File: src/hw/mbs_pkg.sv
package mbs_pkg;

  // ************************************************************
  // Timing
  // ************************************************************
  localparam longint unsigned MBS_CLK_PERIOD_PS = 5000;
  localparam longint unsigned MBS_CYCLE_MS = 250;
  localparam longint unsigned MBS_QUIET_S = 30;
  localparam longint unsigned MBS_CYCLE_CYC = (MBS_CYCLE_MS * 1000000000) / MBS_CLK_PERIOD_PS;
  localparam longint unsigned MBS_QUIET_CYC = (MBS_QUIET_S * 64'h0000_00E8_D4A5_1000) / MBS_CLK_PERIOD_PS;
  localparam int MBS_CNT_W = 33;

  // ************************************************************
  // Register map
  // ************************************************************
  localparam logic [7:0] MBS_OFS_CTRL = 8'h00;
  localparam logic [7:0] MBS_OFS_TARGET = 8'h04;
  localparam logic [7:0] MBS_OFS_WSP = 8'h08;
  localparam logic [7:0] MBS_OFS_PV = 8'h0C;
  localparam logic [7:0] MBS_OFS_OP = 8'h10;
  localparam logic [7:0] MBS_OFS_ERR = 8'h14;
  localparam logic [7:0] MBS_OFS_STATUS = 8'h18;
  localparam logic [7:0] MBS_OFS_READ32 = 8'h1C;

  localparam int MBS_CTRL_SEL_LSB = 0;
  localparam int MBS_CTRL_FMT_LSB = 4;
  localparam int MBS_CTRL_DP_LSB = 6;
  localparam int MBS_ST_ACTIVE_BIT = 0;
  localparam int MBS_ST_INHIBIT_BIT = 1;
  localparam int MBS_ST_COUNT_LSB = 8;
  localparam int MBS_ST_WORD_LSB = 16;

  localparam logic [7:0] MBS_CTRL_RST = 8'h00;
  localparam logic [15:0] MBS_TARGET_RST = 16'h0000;
  localparam logic [31:0] MBS_VALUE_RST = 32'h0000_0000;

  // ************************************************************
  // Frame constants
  // ************************************************************
  localparam logic [7:0] MBS_BCAST_ADDR = 8'h00;
  localparam logic [7:0] MBS_FC_WRITE_SINGLE = 8'h06;
  localparam logic [15:0] MBS_CRC_INIT = 16'hFFFF;
  localparam logic [15:0] MBS_CRC_POLY = 16'hA001;
  localparam logic [2:0] MBS_FRAME_LAST = 3'h7;
  localparam logic [2:0] MBS_CRC_LO_IDX = 3'h6;

  // ************************************************************
  // Enumerations
  // ************************************************************
  typedef enum logic [2:0] {
    MBS_SEL_NONE = 3'b000,
    MBS_SEL_WORKING_SETPOINT_CHOICE = 3'b001,
    MBS_SEL_PROCESS_VALUE_CHOICE = 3'b010,
    MBS_SEL_OUTPUT_DEMAND_CHOICE = 3'b011,
    MBS_SEL_ERROR_CHOICE = 3'b100
  } mbs_sel_e;

  typedef enum logic [1:0] {
    MBS_FMT_INT = 2'b00,
    MBS_FMT_SCALED = 2'b01,
    MBS_FMT_TIME_HOURS = 2'b10,
    MBS_FMT_TIME_MINUTES = 2'b11
  } mbs_fmt_e;

  typedef enum logic [1:0] {
    MBS_ST_IDLE = 2'b00,
    MBS_ST_SEND = 2'b01
  } mbs_state_e;

endpackage

File: src/hw/mbs_broadcast_sender.sv
// Behaviour
// RULE_01: When enabled, send the selected value on the link once every 250 ms cycle.
// RULE_02: Select setpoint, process value, output demand or error; anything else disables sending.
// RULE_03: Stop sending while another master talks; resume about 30 s after it falls silent.
// RULE_04: Receivers must use the same decimal resolution as this sender.
// RULE_05: Each value goes out as a 16-bit two's-complement integer.
// RULE_06: Values without fraction, including on/off codes, go out unchanged as integers.
// RULE_07: Fractional values go out times ten to the configured decimals; receivers divide back.
// RULE_08: Hours-resolution durations go out as hours times sixty plus minutes.
// RULE_09: Minutes-resolution durations go out as minutes times sixty plus seconds.
// RULE_10: Fractional values can also be read back as 32-bit IEEE single precision.
// RULE_11: Durations can also be read back as 32-bit total milliseconds.
// RULE_12: Each broadcast is a broadcast frame with function code 6, write single register.
// RULE_13: Any valid received request frame marks another master and restarts the quiet timer.
//
// The APB register port and the address map were decided locally.
`timescale 1ns/1ps
`default_nettype none
module mbs_broadcast_sender #(
  parameter logic [32:0] CYCLE_CYCLES = mbs_pkg::MBS_CNT_W'(mbs_pkg::MBS_CYCLE_CYC),
  parameter logic [32:0] QUIET_CYCLES = mbs_pkg::MBS_CNT_W'(mbs_pkg::MBS_QUIET_CYC),
  parameter int FIFO_DEPTH = 8
) (
  input wire logic pclk,
  input wire logic presetn,
  input wire logic [7:0] paddr,
  input wire logic psel,
  input wire logic penable,
  input wire logic pwrite,
  input wire logic [31:0] pwdata,
  output logic [31:0] prdata,
  output logic pready,
  output logic pslverr,
  input wire logic rx_frame_valid,
  output logic [7:0] tx_data,
  output logic tx_valid,
  input wire logic tx_ready
);
  import mbs_pkg::*;

  // ************************************************************
  // State
  // ************************************************************
  typedef struct packed {
    // pready and pslverr live for one cycle only; prdata holds until the next setup cycle.
    logic pready;
    logic pslverr;
    logic [31:0] prdata;

    // Settings and the four values that software may pick from.
    logic [2:0] sel;
    mbs_fmt_e fmt;
    logic [1:0] dp;
    logic [15:0] target;
    logic [31:0] wsp;
    logic [31:0] pv;
    logic [31:0] op;
    logic [31:0] err;

    // Timebase and the quiet period that follows a foreign master.
    logic [32:0] tick_cnt;
    logic [32:0] quiet_cnt;
    logic inhibit;

    // Frame under construction; word and address are frozen at the tick.
    mbs_state_e state;
    logic [2:0] idx;
    logic [15:0] word;
    logic [15:0] addr;
    logic [15:0] crc;
    logic [7:0] frames;

    // The link byte is registered so that it never changes while it is offered.
    logic [7:0] tx_data;
    logic tx_valid;
  } mbs_top_s;

  mbs_top_s st_ff;
  mbs_top_s nxt_st;

  // ************************************************************
  // Helpers
  // ************************************************************
  function automatic logic sel_valid(input logic [2:0] s);
    sel_valid = (s == MBS_SEL_WORKING_SETPOINT_CHOICE) || (s == MBS_SEL_PROCESS_VALUE_CHOICE) ||
                (s == MBS_SEL_OUTPUT_DEMAND_CHOICE) || (s == MBS_SEL_ERROR_CHOICE);
  endfunction

  function automatic logic [15:0] crc_byte(input logic [15:0] c, input logic [7:0] b);
    logic [15:0] r;
    r = c ^ {8'h00, b};
    for (int i = 0; i < 8; i++) begin
      r = r[0] ? ((r >> 1) ^ MBS_CRC_POLY) : (r >> 1);
    end
    crc_byte = r;
  endfunction

  function automatic logic addr_mapped(input logic [7:0] a);
    case (a)
      MBS_OFS_CTRL, MBS_OFS_TARGET, MBS_OFS_WSP, MBS_OFS_PV, MBS_OFS_OP, MBS_OFS_ERR, MBS_OFS_STATUS,
      MBS_OFS_READ32: addr_mapped = 1'b1;
      default: addr_mapped = 1'b0;
    endcase
  endfunction

  // ************************************************************
  // Encoder and output FIFO
  // ************************************************************
  logic [31:0] sel_value;
  logic [15:0] enc_word;
  logic [31:0] enc_alt32;
  logic enabled;
  logic tick;
  logic fifo_in_valid;
  logic fifo_in_ready;
  logic [7:0] fifo_in_data;
  logic fifo_out_valid;
  logic fifo_out_ready;
  logic [7:0] fifo_out_data;

  always_comb begin
    case (st_ff.sel)
      MBS_SEL_WORKING_SETPOINT_CHOICE: begin
        sel_value = st_ff.wsp; // RULE_02
      end
      MBS_SEL_PROCESS_VALUE_CHOICE: begin
        sel_value = st_ff.pv;
      end
      MBS_SEL_OUTPUT_DEMAND_CHOICE: begin
        sel_value = st_ff.op;
      end
      MBS_SEL_ERROR_CHOICE: begin
        sel_value = st_ff.err;
      end
      default: begin
        sel_value = 32'h0000_0000;
      end
    endcase
  end

  mbs_value_encoder u_enc (
    .value(sel_value),
    .fmt(st_ff.fmt),
    .dp(st_ff.dp),
    .word(enc_word),
    .alt32(enc_alt32)
  );

  assign enabled = sel_valid(st_ff.sel) && !st_ff.inhibit; // RULE_02 RULE_03
  assign tick = st_ff.tick_cnt == CYCLE_CYCLES - 33'h0_0000_0001;

  // The byte order is fixed by the frame layout: broadcast address, function, register, value, CRC.
  always_comb begin
    case (st_ff.idx)
      3'h0: begin
        fifo_in_data = MBS_BCAST_ADDR; // RULE_12
      end
      3'h1: begin
        fifo_in_data = MBS_FC_WRITE_SINGLE; // RULE_12
      end
      3'h2: begin
        fifo_in_data = st_ff.addr[15:8];
      end
      3'h3: begin
        fifo_in_data = st_ff.addr[7:0];
      end
      3'h4: begin
        fifo_in_data = st_ff.word[15:8]; // RULE_05
      end
      3'h5: begin
        fifo_in_data = st_ff.word[7:0];
      end
      3'h6: begin
        fifo_in_data = st_ff.crc[7:0];
      end
      default: begin
        fifo_in_data = st_ff.crc[15:8];
      end
    endcase
  end

  assign fifo_in_valid = st_ff.state == MBS_ST_SEND;
  assign fifo_out_ready = !st_ff.tx_valid || tx_ready;

  mbs_fifo #(
    .W(8),
    .D(FIFO_DEPTH)
  ) u_fifo (
    .clk(pclk),
    .rst_n(presetn),
    .in_valid(fifo_in_valid),
    .in_ready(fifo_in_ready),
    .in_data(fifo_in_data),
    .out_valid(fifo_out_valid),
    .out_ready(fifo_out_ready),
    .out_data(fifo_out_data)
  );

  // ************************************************************
  // Next state
  // ************************************************************
  always_comb begin
    nxt_st = st_ff;

    // ************************************************************
    // Register bus
    // ************************************************************
    // APB: zero wait states; the answer is prepared in the setup cycle.
    nxt_st.pready = psel && !penable;
    nxt_st.pslverr = psel && !penable && !addr_mapped(paddr);
    if (psel && !penable) begin
      case (paddr)
        MBS_OFS_CTRL: begin
          nxt_st.prdata = {24'h00_0000, st_ff.dp, st_ff.fmt, 1'b0, st_ff.sel};
        end
        MBS_OFS_TARGET: begin
          nxt_st.prdata = {16'h0000, st_ff.target};
        end
        MBS_OFS_WSP: begin
          nxt_st.prdata = st_ff.wsp;
        end
        MBS_OFS_PV: begin
          nxt_st.prdata = st_ff.pv;
        end
        MBS_OFS_OP: begin
          nxt_st.prdata = st_ff.op;
        end
        MBS_OFS_ERR: begin
          nxt_st.prdata = st_ff.err;
        end
        MBS_OFS_STATUS: begin
          nxt_st.prdata = {st_ff.word, st_ff.frames, 6'h00, st_ff.inhibit, enabled};
        end
        MBS_OFS_READ32: begin
          nxt_st.prdata = enc_alt32; // RULE_10 RULE_11
        end
        default: begin
          nxt_st.prdata = 32'h0000_0000;
        end
      endcase
    end
    if (psel && penable && st_ff.pready && pwrite) begin
      case (paddr)
        MBS_OFS_CTRL: begin
          nxt_st.sel = pwdata[MBS_CTRL_SEL_LSB +: 3];
          nxt_st.fmt = mbs_fmt_e'(pwdata[MBS_CTRL_FMT_LSB +: 2]);
          nxt_st.dp = pwdata[MBS_CTRL_DP_LSB +: 2];
        end
        MBS_OFS_TARGET: begin
          nxt_st.target = pwdata[15:0];
        end
        MBS_OFS_WSP: begin
          nxt_st.wsp = pwdata;
        end
        MBS_OFS_PV: begin
          nxt_st.pv = pwdata;
        end
        MBS_OFS_OP: begin
          nxt_st.op = pwdata;
        end
        MBS_OFS_ERR: begin
          nxt_st.err = pwdata;
        end
        default: begin
          nxt_st.target = st_ff.target;
        end
      endcase
    end

    // ************************************************************
    // Timebase and quiet period
    // ************************************************************
    // Control-cycle timebase, free running.
    nxt_st.tick_cnt = tick ? 33'h0_0000_0000 : st_ff.tick_cnt + 33'h0_0000_0001; // RULE_01

    // A foreign request restarts the quiet period; it wins over the period running out.
    if (rx_frame_valid) begin
      nxt_st.inhibit = 1'b1; // RULE_13
      nxt_st.quiet_cnt = 33'h0_0000_0000; // RULE_13
    end else if (st_ff.inhibit) begin
      if (st_ff.quiet_cnt == QUIET_CYCLES - 33'h0_0000_0001) begin
        nxt_st.inhibit = 1'b0; // RULE_03
        nxt_st.quiet_cnt = 33'h0_0000_0000;
      end else begin
        nxt_st.quiet_cnt = st_ff.quiet_cnt + 33'h0_0000_0001;
      end
    end

    // ************************************************************
    // Frame builder
    // ************************************************************
    // A frame already under way is finished; a tick that finds the sender busy is skipped
    // rather than queued, so a stalled link never builds a backlog of stale values.
    case (st_ff.state)
      MBS_ST_IDLE: begin
        if (tick && enabled) begin
          nxt_st.word = enc_word; // RULE_01
          nxt_st.addr = st_ff.target;
          nxt_st.crc = MBS_CRC_INIT;
          nxt_st.idx = 3'h0;
          nxt_st.state = MBS_ST_SEND;
        end
      end
      MBS_ST_SEND: begin
        if (fifo_in_ready) begin
          if (st_ff.idx < MBS_CRC_LO_IDX) begin
            nxt_st.crc = crc_byte(st_ff.crc, fifo_in_data);
          end
          if (st_ff.idx == MBS_FRAME_LAST) begin
            nxt_st.state = MBS_ST_IDLE;
            nxt_st.frames = st_ff.frames + 8'h01;
          end else begin
            nxt_st.idx = st_ff.idx + 3'h1;
          end
        end
      end
      default: nxt_st.state = MBS_ST_IDLE;
    endcase

    // ************************************************************
    // Output stage
    // ************************************************************
    // Output stage keeps every link output on a flip-flop.
    if (fifo_out_valid && fifo_out_ready) begin
      nxt_st.tx_data = fifo_out_data;
      nxt_st.tx_valid = 1'b1;
    end else if (tx_ready) begin
      nxt_st.tx_valid = 1'b0;
    end
  end

  // ************************************************************
  // Registers
  // ************************************************************
  always_ff @(posedge pclk or negedge presetn) begin
    if (!presetn) begin
      st_ff <= '0;
      st_ff.sel <= MBS_CTRL_RST[2:0];
      st_ff.fmt <= MBS_FMT_INT;
      st_ff.target <= MBS_TARGET_RST;
      st_ff.wsp <= MBS_VALUE_RST;
      st_ff.pv <= MBS_VALUE_RST;
      st_ff.op <= MBS_VALUE_RST;
      st_ff.err <= MBS_VALUE_RST;
      st_ff.state <= MBS_ST_IDLE;
    end else begin
      st_ff <= nxt_st;
    end
  end

  assign prdata = st_ff.prdata;
  assign pready = st_ff.pready;
  assign pslverr = st_ff.pslverr;
  assign tx_data = st_ff.tx_data;
  assign tx_valid = st_ff.tx_valid;
endmodule
`default_nettype wire

File: src/hw/mbs_fifo.sv
`timescale 1ns/1ps
`default_nettype none
module mbs_fifo #(
  parameter int W = 8,
  parameter int D = 8
) (
  input wire logic clk,
  input wire logic rst_n,
  input wire logic in_valid,
  output logic in_ready,
  input wire logic [W-1:0] in_data,
  output logic out_valid,
  input wire logic out_ready,
  output logic [W-1:0] out_data
);
  localparam int AW = $clog2(D);

  typedef struct packed {
    logic [D-1:0][W-1:0] mem;
    logic [AW-1:0] wr;
    logic [AW-1:0] rd;
    logic [AW:0] cnt;
  } mbs_fifo_s;

  mbs_fifo_s st_ff;
  mbs_fifo_s nxt_st;
  logic push;
  logic pop;

  assign in_ready = st_ff.cnt != (AW+1)'(D);
  assign out_valid = st_ff.cnt != '0;
  assign out_data = st_ff.mem[st_ff.rd];
  assign push = in_valid && in_ready;
  assign pop = out_valid && out_ready;

  always_comb begin
    nxt_st = st_ff;
    if (push) begin
      nxt_st.mem[st_ff.wr] = in_data;
      nxt_st.wr = (st_ff.wr == AW'(D - 1)) ? '0 : st_ff.wr + 1'b1;
    end
    if (pop) begin
      nxt_st.rd = (st_ff.rd == AW'(D - 1)) ? '0 : st_ff.rd + 1'b1;
    end
    if (push && !pop) begin
      nxt_st.cnt = st_ff.cnt + 1'b1;
    end else if (pop && !push) begin
      nxt_st.cnt = st_ff.cnt - 1'b1;
    end
  end

  always_ff @(posedge clk or negedge rst_n) begin
    if (!rst_n) begin
      st_ff <= '0;
    end else begin
      st_ff <= nxt_st;
    end
  end
endmodule
`default_nettype wire

File: src/hw/mbs_value_encoder.sv
`timescale 1ns/1ps
`default_nettype none
module mbs_value_encoder (
  input wire logic [31:0] value,
  input wire mbs_pkg::mbs_fmt_e fmt,
  input wire logic [1:0] dp,
  output logic [15:0] word,
  output logic [31:0] alt32
);
  import mbs_pkg::*;

  // 0.001 as a 24-bit mantissa: 0x83126F * 2^-33.
  localparam logic [23:0] MILLI_MANT = 24'h83126F;
  localparam int MILLI_SHIFT = 33;

  // Truncates rather than rounds; the last mantissa bit may differ from a library conversion.
  function automatic logic [31:0] milli_to_float(input logic [31:0] v);
    logic [31:0] mag;
    logic [55:0] prod;
    int pos;
    logic [55:0] norm;
    mag = v[31] ? 32'(-v) : v;
    prod = 56'(mag) * 56'(MILLI_MANT);
    pos = 0;
    for (int i = 0; i < 56; i++) begin
      if (prod[i]) begin
        pos = i;
      end
    end
    norm = prod << (55 - pos);
    if (mag == 32'h0000_0000) begin
      milli_to_float = 32'h0000_0000;
    end else begin
      milli_to_float = {v[31], 8'(pos - MILLI_SHIFT + 127), norm[54:32]};
    end
  endfunction

  logic signed [31:0] scaled;
  logic [15:0] major;
  logic [15:0] minor;
  logic [31:0] total;

  always_comb begin
    major = {8'h00, value[15:8]};
    minor = {8'h00, value[7:0]};
    total = 32'(major) * 32'h0000_003C + 32'(minor);
    case (dp)
      2'b00: scaled = $signed(value) / 32'sh0000_03E8;
      2'b01: scaled = $signed(value) / 32'sh0000_0064;
      2'b10: scaled = $signed(value) / 32'sh0000_000A;
      default: scaled = $signed(value);
    endcase
    case (fmt)
      MBS_FMT_SCALED: begin
        if (scaled > 32'sh0000_7FFF) begin // RULE_07
          word = 16'h7FFF;
        end else if (scaled < -32'sh0000_8000) begin
          word = 16'h8000;
        end else begin
          word = scaled[15:0]; // RULE_05 RULE_07
        end
        alt32 = milli_to_float(value); // RULE_10
      end
      MBS_FMT_TIME_HOURS: begin
        word = total[15:0]; // RULE_08
        alt32 = 32'(total * 32'h0000_EA60); // RULE_11
      end
      MBS_FMT_TIME_MINUTES: begin
        word = total[15:0]; // RULE_09
        alt32 = 32'(total * 32'h0000_03E8); // RULE_11
      end
      default: begin
        word = value[15:0]; // RULE_06
        alt32 = value;
      end
    endcase
  end
endmodule
`default_nettype wire

File: config.mk
export PLATFORM = sky130hd
export DESIGN_NAME = mbs_broadcast_sender
export DESIGN_NICKNAME = d
export VERILOG_FILES = /design/src/hw/mbs_pkg.sv /design/src/hw/mbs_broadcast_sender.sv /design/src/hw/mbs_fifo.sv /design/src/hw/mbs_value_encoder.sv
export SDC_FILE = /design/constraint.sdc
export NUM_CORES = 2
export LEC_CHECK = 0
export ABC_AREA = 1
export ABC_CLOCK_PERIOD_IN_PS = 51600
export BUFFER_PORTS_ARGS = -buffer_cell sky130_fd_sc_hd__buf_2
export CAP_MARGIN = 20
export CELL_PAD_IN_SITES_DETAIL_PLACEMENT = 0
export CELL_PAD_IN_SITES_GLOBAL_PLACEMENT = 2
export CORE_ASPECT_RATIO = 1.75
export CORE_MARGIN = 10
export CORE_UTILIZATION = 35
export DETAILED_ROUTE_END_ITERATION = 8
export PLACE_DENSITY_LB_ADDON = 0.1
export RECOVER_POWER = 25
export SYNTH_ARGS = -nofsm -noshare
export SYNTH_HDL_FRONTEND = slang
export SYNTH_SLANG_ARGS = --single-unit
File: constraint.sdc
create_clock -name pclk -period 51.6 [get_ports pclk]
set_input_delay 10.32 -clock pclk [delete_from_list [all_inputs] [get_ports pclk]]
set_output_delay 10.32 -clock pclk [all_outputs]
set_load 0.05 [all_outputs]
==> results.md <==
* Core area at 214,200 sq um
* Routed WL at between 300,000 and 400,000 um
* Tcrit/Tclk final at approximately 94%
* Htree depth at 2
* Area leader, netlist: dfrtp_1
* Crit-path leading delay family: simple AND/OR/NAND/NOR gates
* Largest net degree at the start of global routing at between 100 and 150
* Hold Vio Cnt, Final at 0
* DRT iter0 DRCs at 4,533
* Post-Syn Nets at roughly 12,000
* Tightest Hold Check Type: flip-flop to flip-flop
* Critical path's largest stage delay at just under 0.5 ns
* Worst setup SP type: flip-flop
* Drt first pass iters at 5
* CTS tree: yes
* Post-synthesis instance total at between 10,000 and 15,000
* I/O pin total at 90
* Register area share after synthesis at between 10% and 20%
* Fin. max-slew vios at 116
* Post-CTS Hold Fix Bufs at 0
* Data arrival, critical path at 49.14 ns
* Min Hold Slack at 0.4565 ns
* Post-Syn Area per Cell at roughly 7 sq um
* CP max-delay cell: dfrtp_2
* Number of CTS-inserted buffers at 44
* Max Freq at roughly 20 MHz
* Async SR Flop Fraction at 100.0%
* Most used cell, CP: nand2_1
* Syn. warnings at 0
* Top-area cell type share of the netlist area at 13.14%
* Commonest non-fill, non-tap cell in the layout: nand2_1
* Synthesized area at ~75,000 sq um
* Flops & latches, synth at between 300 and 400
* Vias per inst at a little over 5
* Post-synth EDFFs at 0
* Die Y at 633.3 um
* FP Rows at approximately 230
* Setup CP Type: flip-flop to flip-flop
* CP Depth at 379
* Final setup skew at approximately 0.047 ns
* # setup viols final at 0
* Worst EP required at roughly 52 ns
* Depth of the most critical reg-to-reg path at 379
* Antenna viol nets, final at 0
* Top cells by area, synth: dfrtp_1 (13%), nand2_1 (12%), ha_1 (12%), fa_1 (9.4%), inv_1 (8.4%)
* GR Overflow Total at 0
* Area grow syn2layout at 24.55%
* Clock Root Buffer: clkbuf_16
* DRC at 0
* Setup crit end kind: flip-flop
* Hold path cells at 1
* Global-route wire length before repair at roughly 500,000 um
* CP Max Fanout at 15
* Total Routing Usage GR at 28.41%
* Num Clock Sinks at 395
* Post-synth top flop: dfrtp_1
* Via Count at between 70,000 and 80,000
* Most frequent cells in the layout: nand2_1 (2,350), inv_1 (1,670), buf_4 (1,576), nor2_1 (737), o21ai_0 (685)
* Clock latency on the worst-skew pair at around 0.7 ns
* PortBufs at just under 90
* Layout cells sized above 1 at roughly 28%
* Reg clk slew, reported paths at approximately 0.070 ns
* Clock buffer depth at 3
* Max-cap check violation count at 2
* Layout fillers at ~23,000
* Antenna violations before repair at 3
* GPL Wtd Cong at roughly 0.94
* Die area at around 230,000 sq um
* Slew HR at -306.2%
* WL/cell at roughly 23 um
* Failing checks: capacitance limit, slew limit
* Post-synth cell types at 104
* Outcome: complete, but fails checks
* Worst slew pin tran at 6.094 ns
* Vias in the first global route at about 80,000
* Dpl hpwl at between 200,000 and 300,000 um
* Final layout net count at roughly 13,000
* Initial cell density of the core at 35.11%
* Chip width at 370.5 um
* CP bufs+invs at 73
* Tmin final at between 40 and 50 ns
## final timing paths
path	from	slack [ns]	end
max	st_ff[286]	3.05	st_ff[53]
min	st_ff[104]	0.46	st_ff[104]
max reg2reg	st_ff[286]	3.05	st_ff[53]
min reg2reg	st_ff[104]	0.46	st_ff[104]
max in group asynchronous	presetn	35.86	st_ff[287]
min in group asynchronous	presetn	11.90	st_ff[231]
## what timing repair did
item | CTS | global route
resized for setup | 62 | 432
setup endpoints to repair | 16 | 16
gates cloned | 2 | 4
pin swaps | 9 | 186
buffers inserted | 11 | 126
## layout make-up
cell class,instances,area (sq um),area share (%)
well taps,2837,3550,3.789
clock inverters,26,380.4,0.4060
clock buffers,55,1232,1.315
inverters,1853,7236,7.723
repair inverters,1,6.256,0.006677
flip-flops and latches,395,9888,10.55
diodes,3,7.507,0.008013
repair buffers,1725,13180,14.06
multi-input cells,8266,58210,62.13
## layer usage
layer	up-vias	share of wire, %	track usage, %
met5	-	0	0
met4	0	6.4	13.97
met3	581	2.9	1.848
met2	1600	55	56.15
met1	37133	36	29.70
li1	37788	-	-
## synthesized netlist by cell type, types with 52 or more instances
library cell,instances
nand2_4,183
inv_1,1686
inv_2,89
nand4_1,212
nor2_2,118
nand3_1,590
ha_1,705
nand2_1,2393
nor2_4,119
nand3_4,64
dfrtp_1,395
nor3_1,93
nand3_2,162
xnor2_1,92
nand2_2,344
nor2_1,775
clkbuf_1,144
o21ai_1,52
o22ai_1,65
o21ai_0,763
fa_1,354
a21oi_1,365
xor2_1,199
## cells by family after synthesis
logic type	after synthesis	synth area share, %
AOI/OAI and AO/OA	1600	12.37
xor gates and xnor gates	298	3.539
buffers and inverters	2136	12.26
DFF	395	13.14
adders and majority gates	1059	21.15
and+or+nand+nor	5290	37.31
muxes	17	0.2295
## worst register-to-register path: cells and delay by family, from the launching register on
kind | cells | cell delay (ns)
AND/OR/NAND/NOR | 219 | 22.94
buffers and inverters | 73 | 7.59
XOR/XNOR | 5 | 1.22
flip-flops | 1 | 0.49
AO/OA/AOI/OAI | 52 | 7.67
adder cells (fa/ha/maj) | 30 | 8.54
## flip-flops by register name, summed over array words and instances (netlist names)
name and count:
tx_valid 1, pready 1, tx_data 8, u_fifo.st_ff 74, st_ff 278, pslverr 1
prdata 32
## through the flow
step / cells / setup WS, ns / instance area [sq um] / TNS, ns / utilization (%)
after detailed placement: 14933 / -2.113 / 88670 / -30.98 / 41.39
after global placement: 14929 / -1.568 / 88640 / -22.59 / 41.37
final: 15161 / 3.049 / 93690 / 0 / 43.73
after CTS: 15027 / 0.04829 / 90620 / 0 / 42.30
after global routing: 15160 / -0.4954 / 93690 / -6.966 / 43.73
after floorplan: 10795 / 0.008654 / 75250 / 0 / -
Power is left out: the tool's default activity adds up to more than one toggle a clock period on the data nets, which glitch-free logic cannot reach.
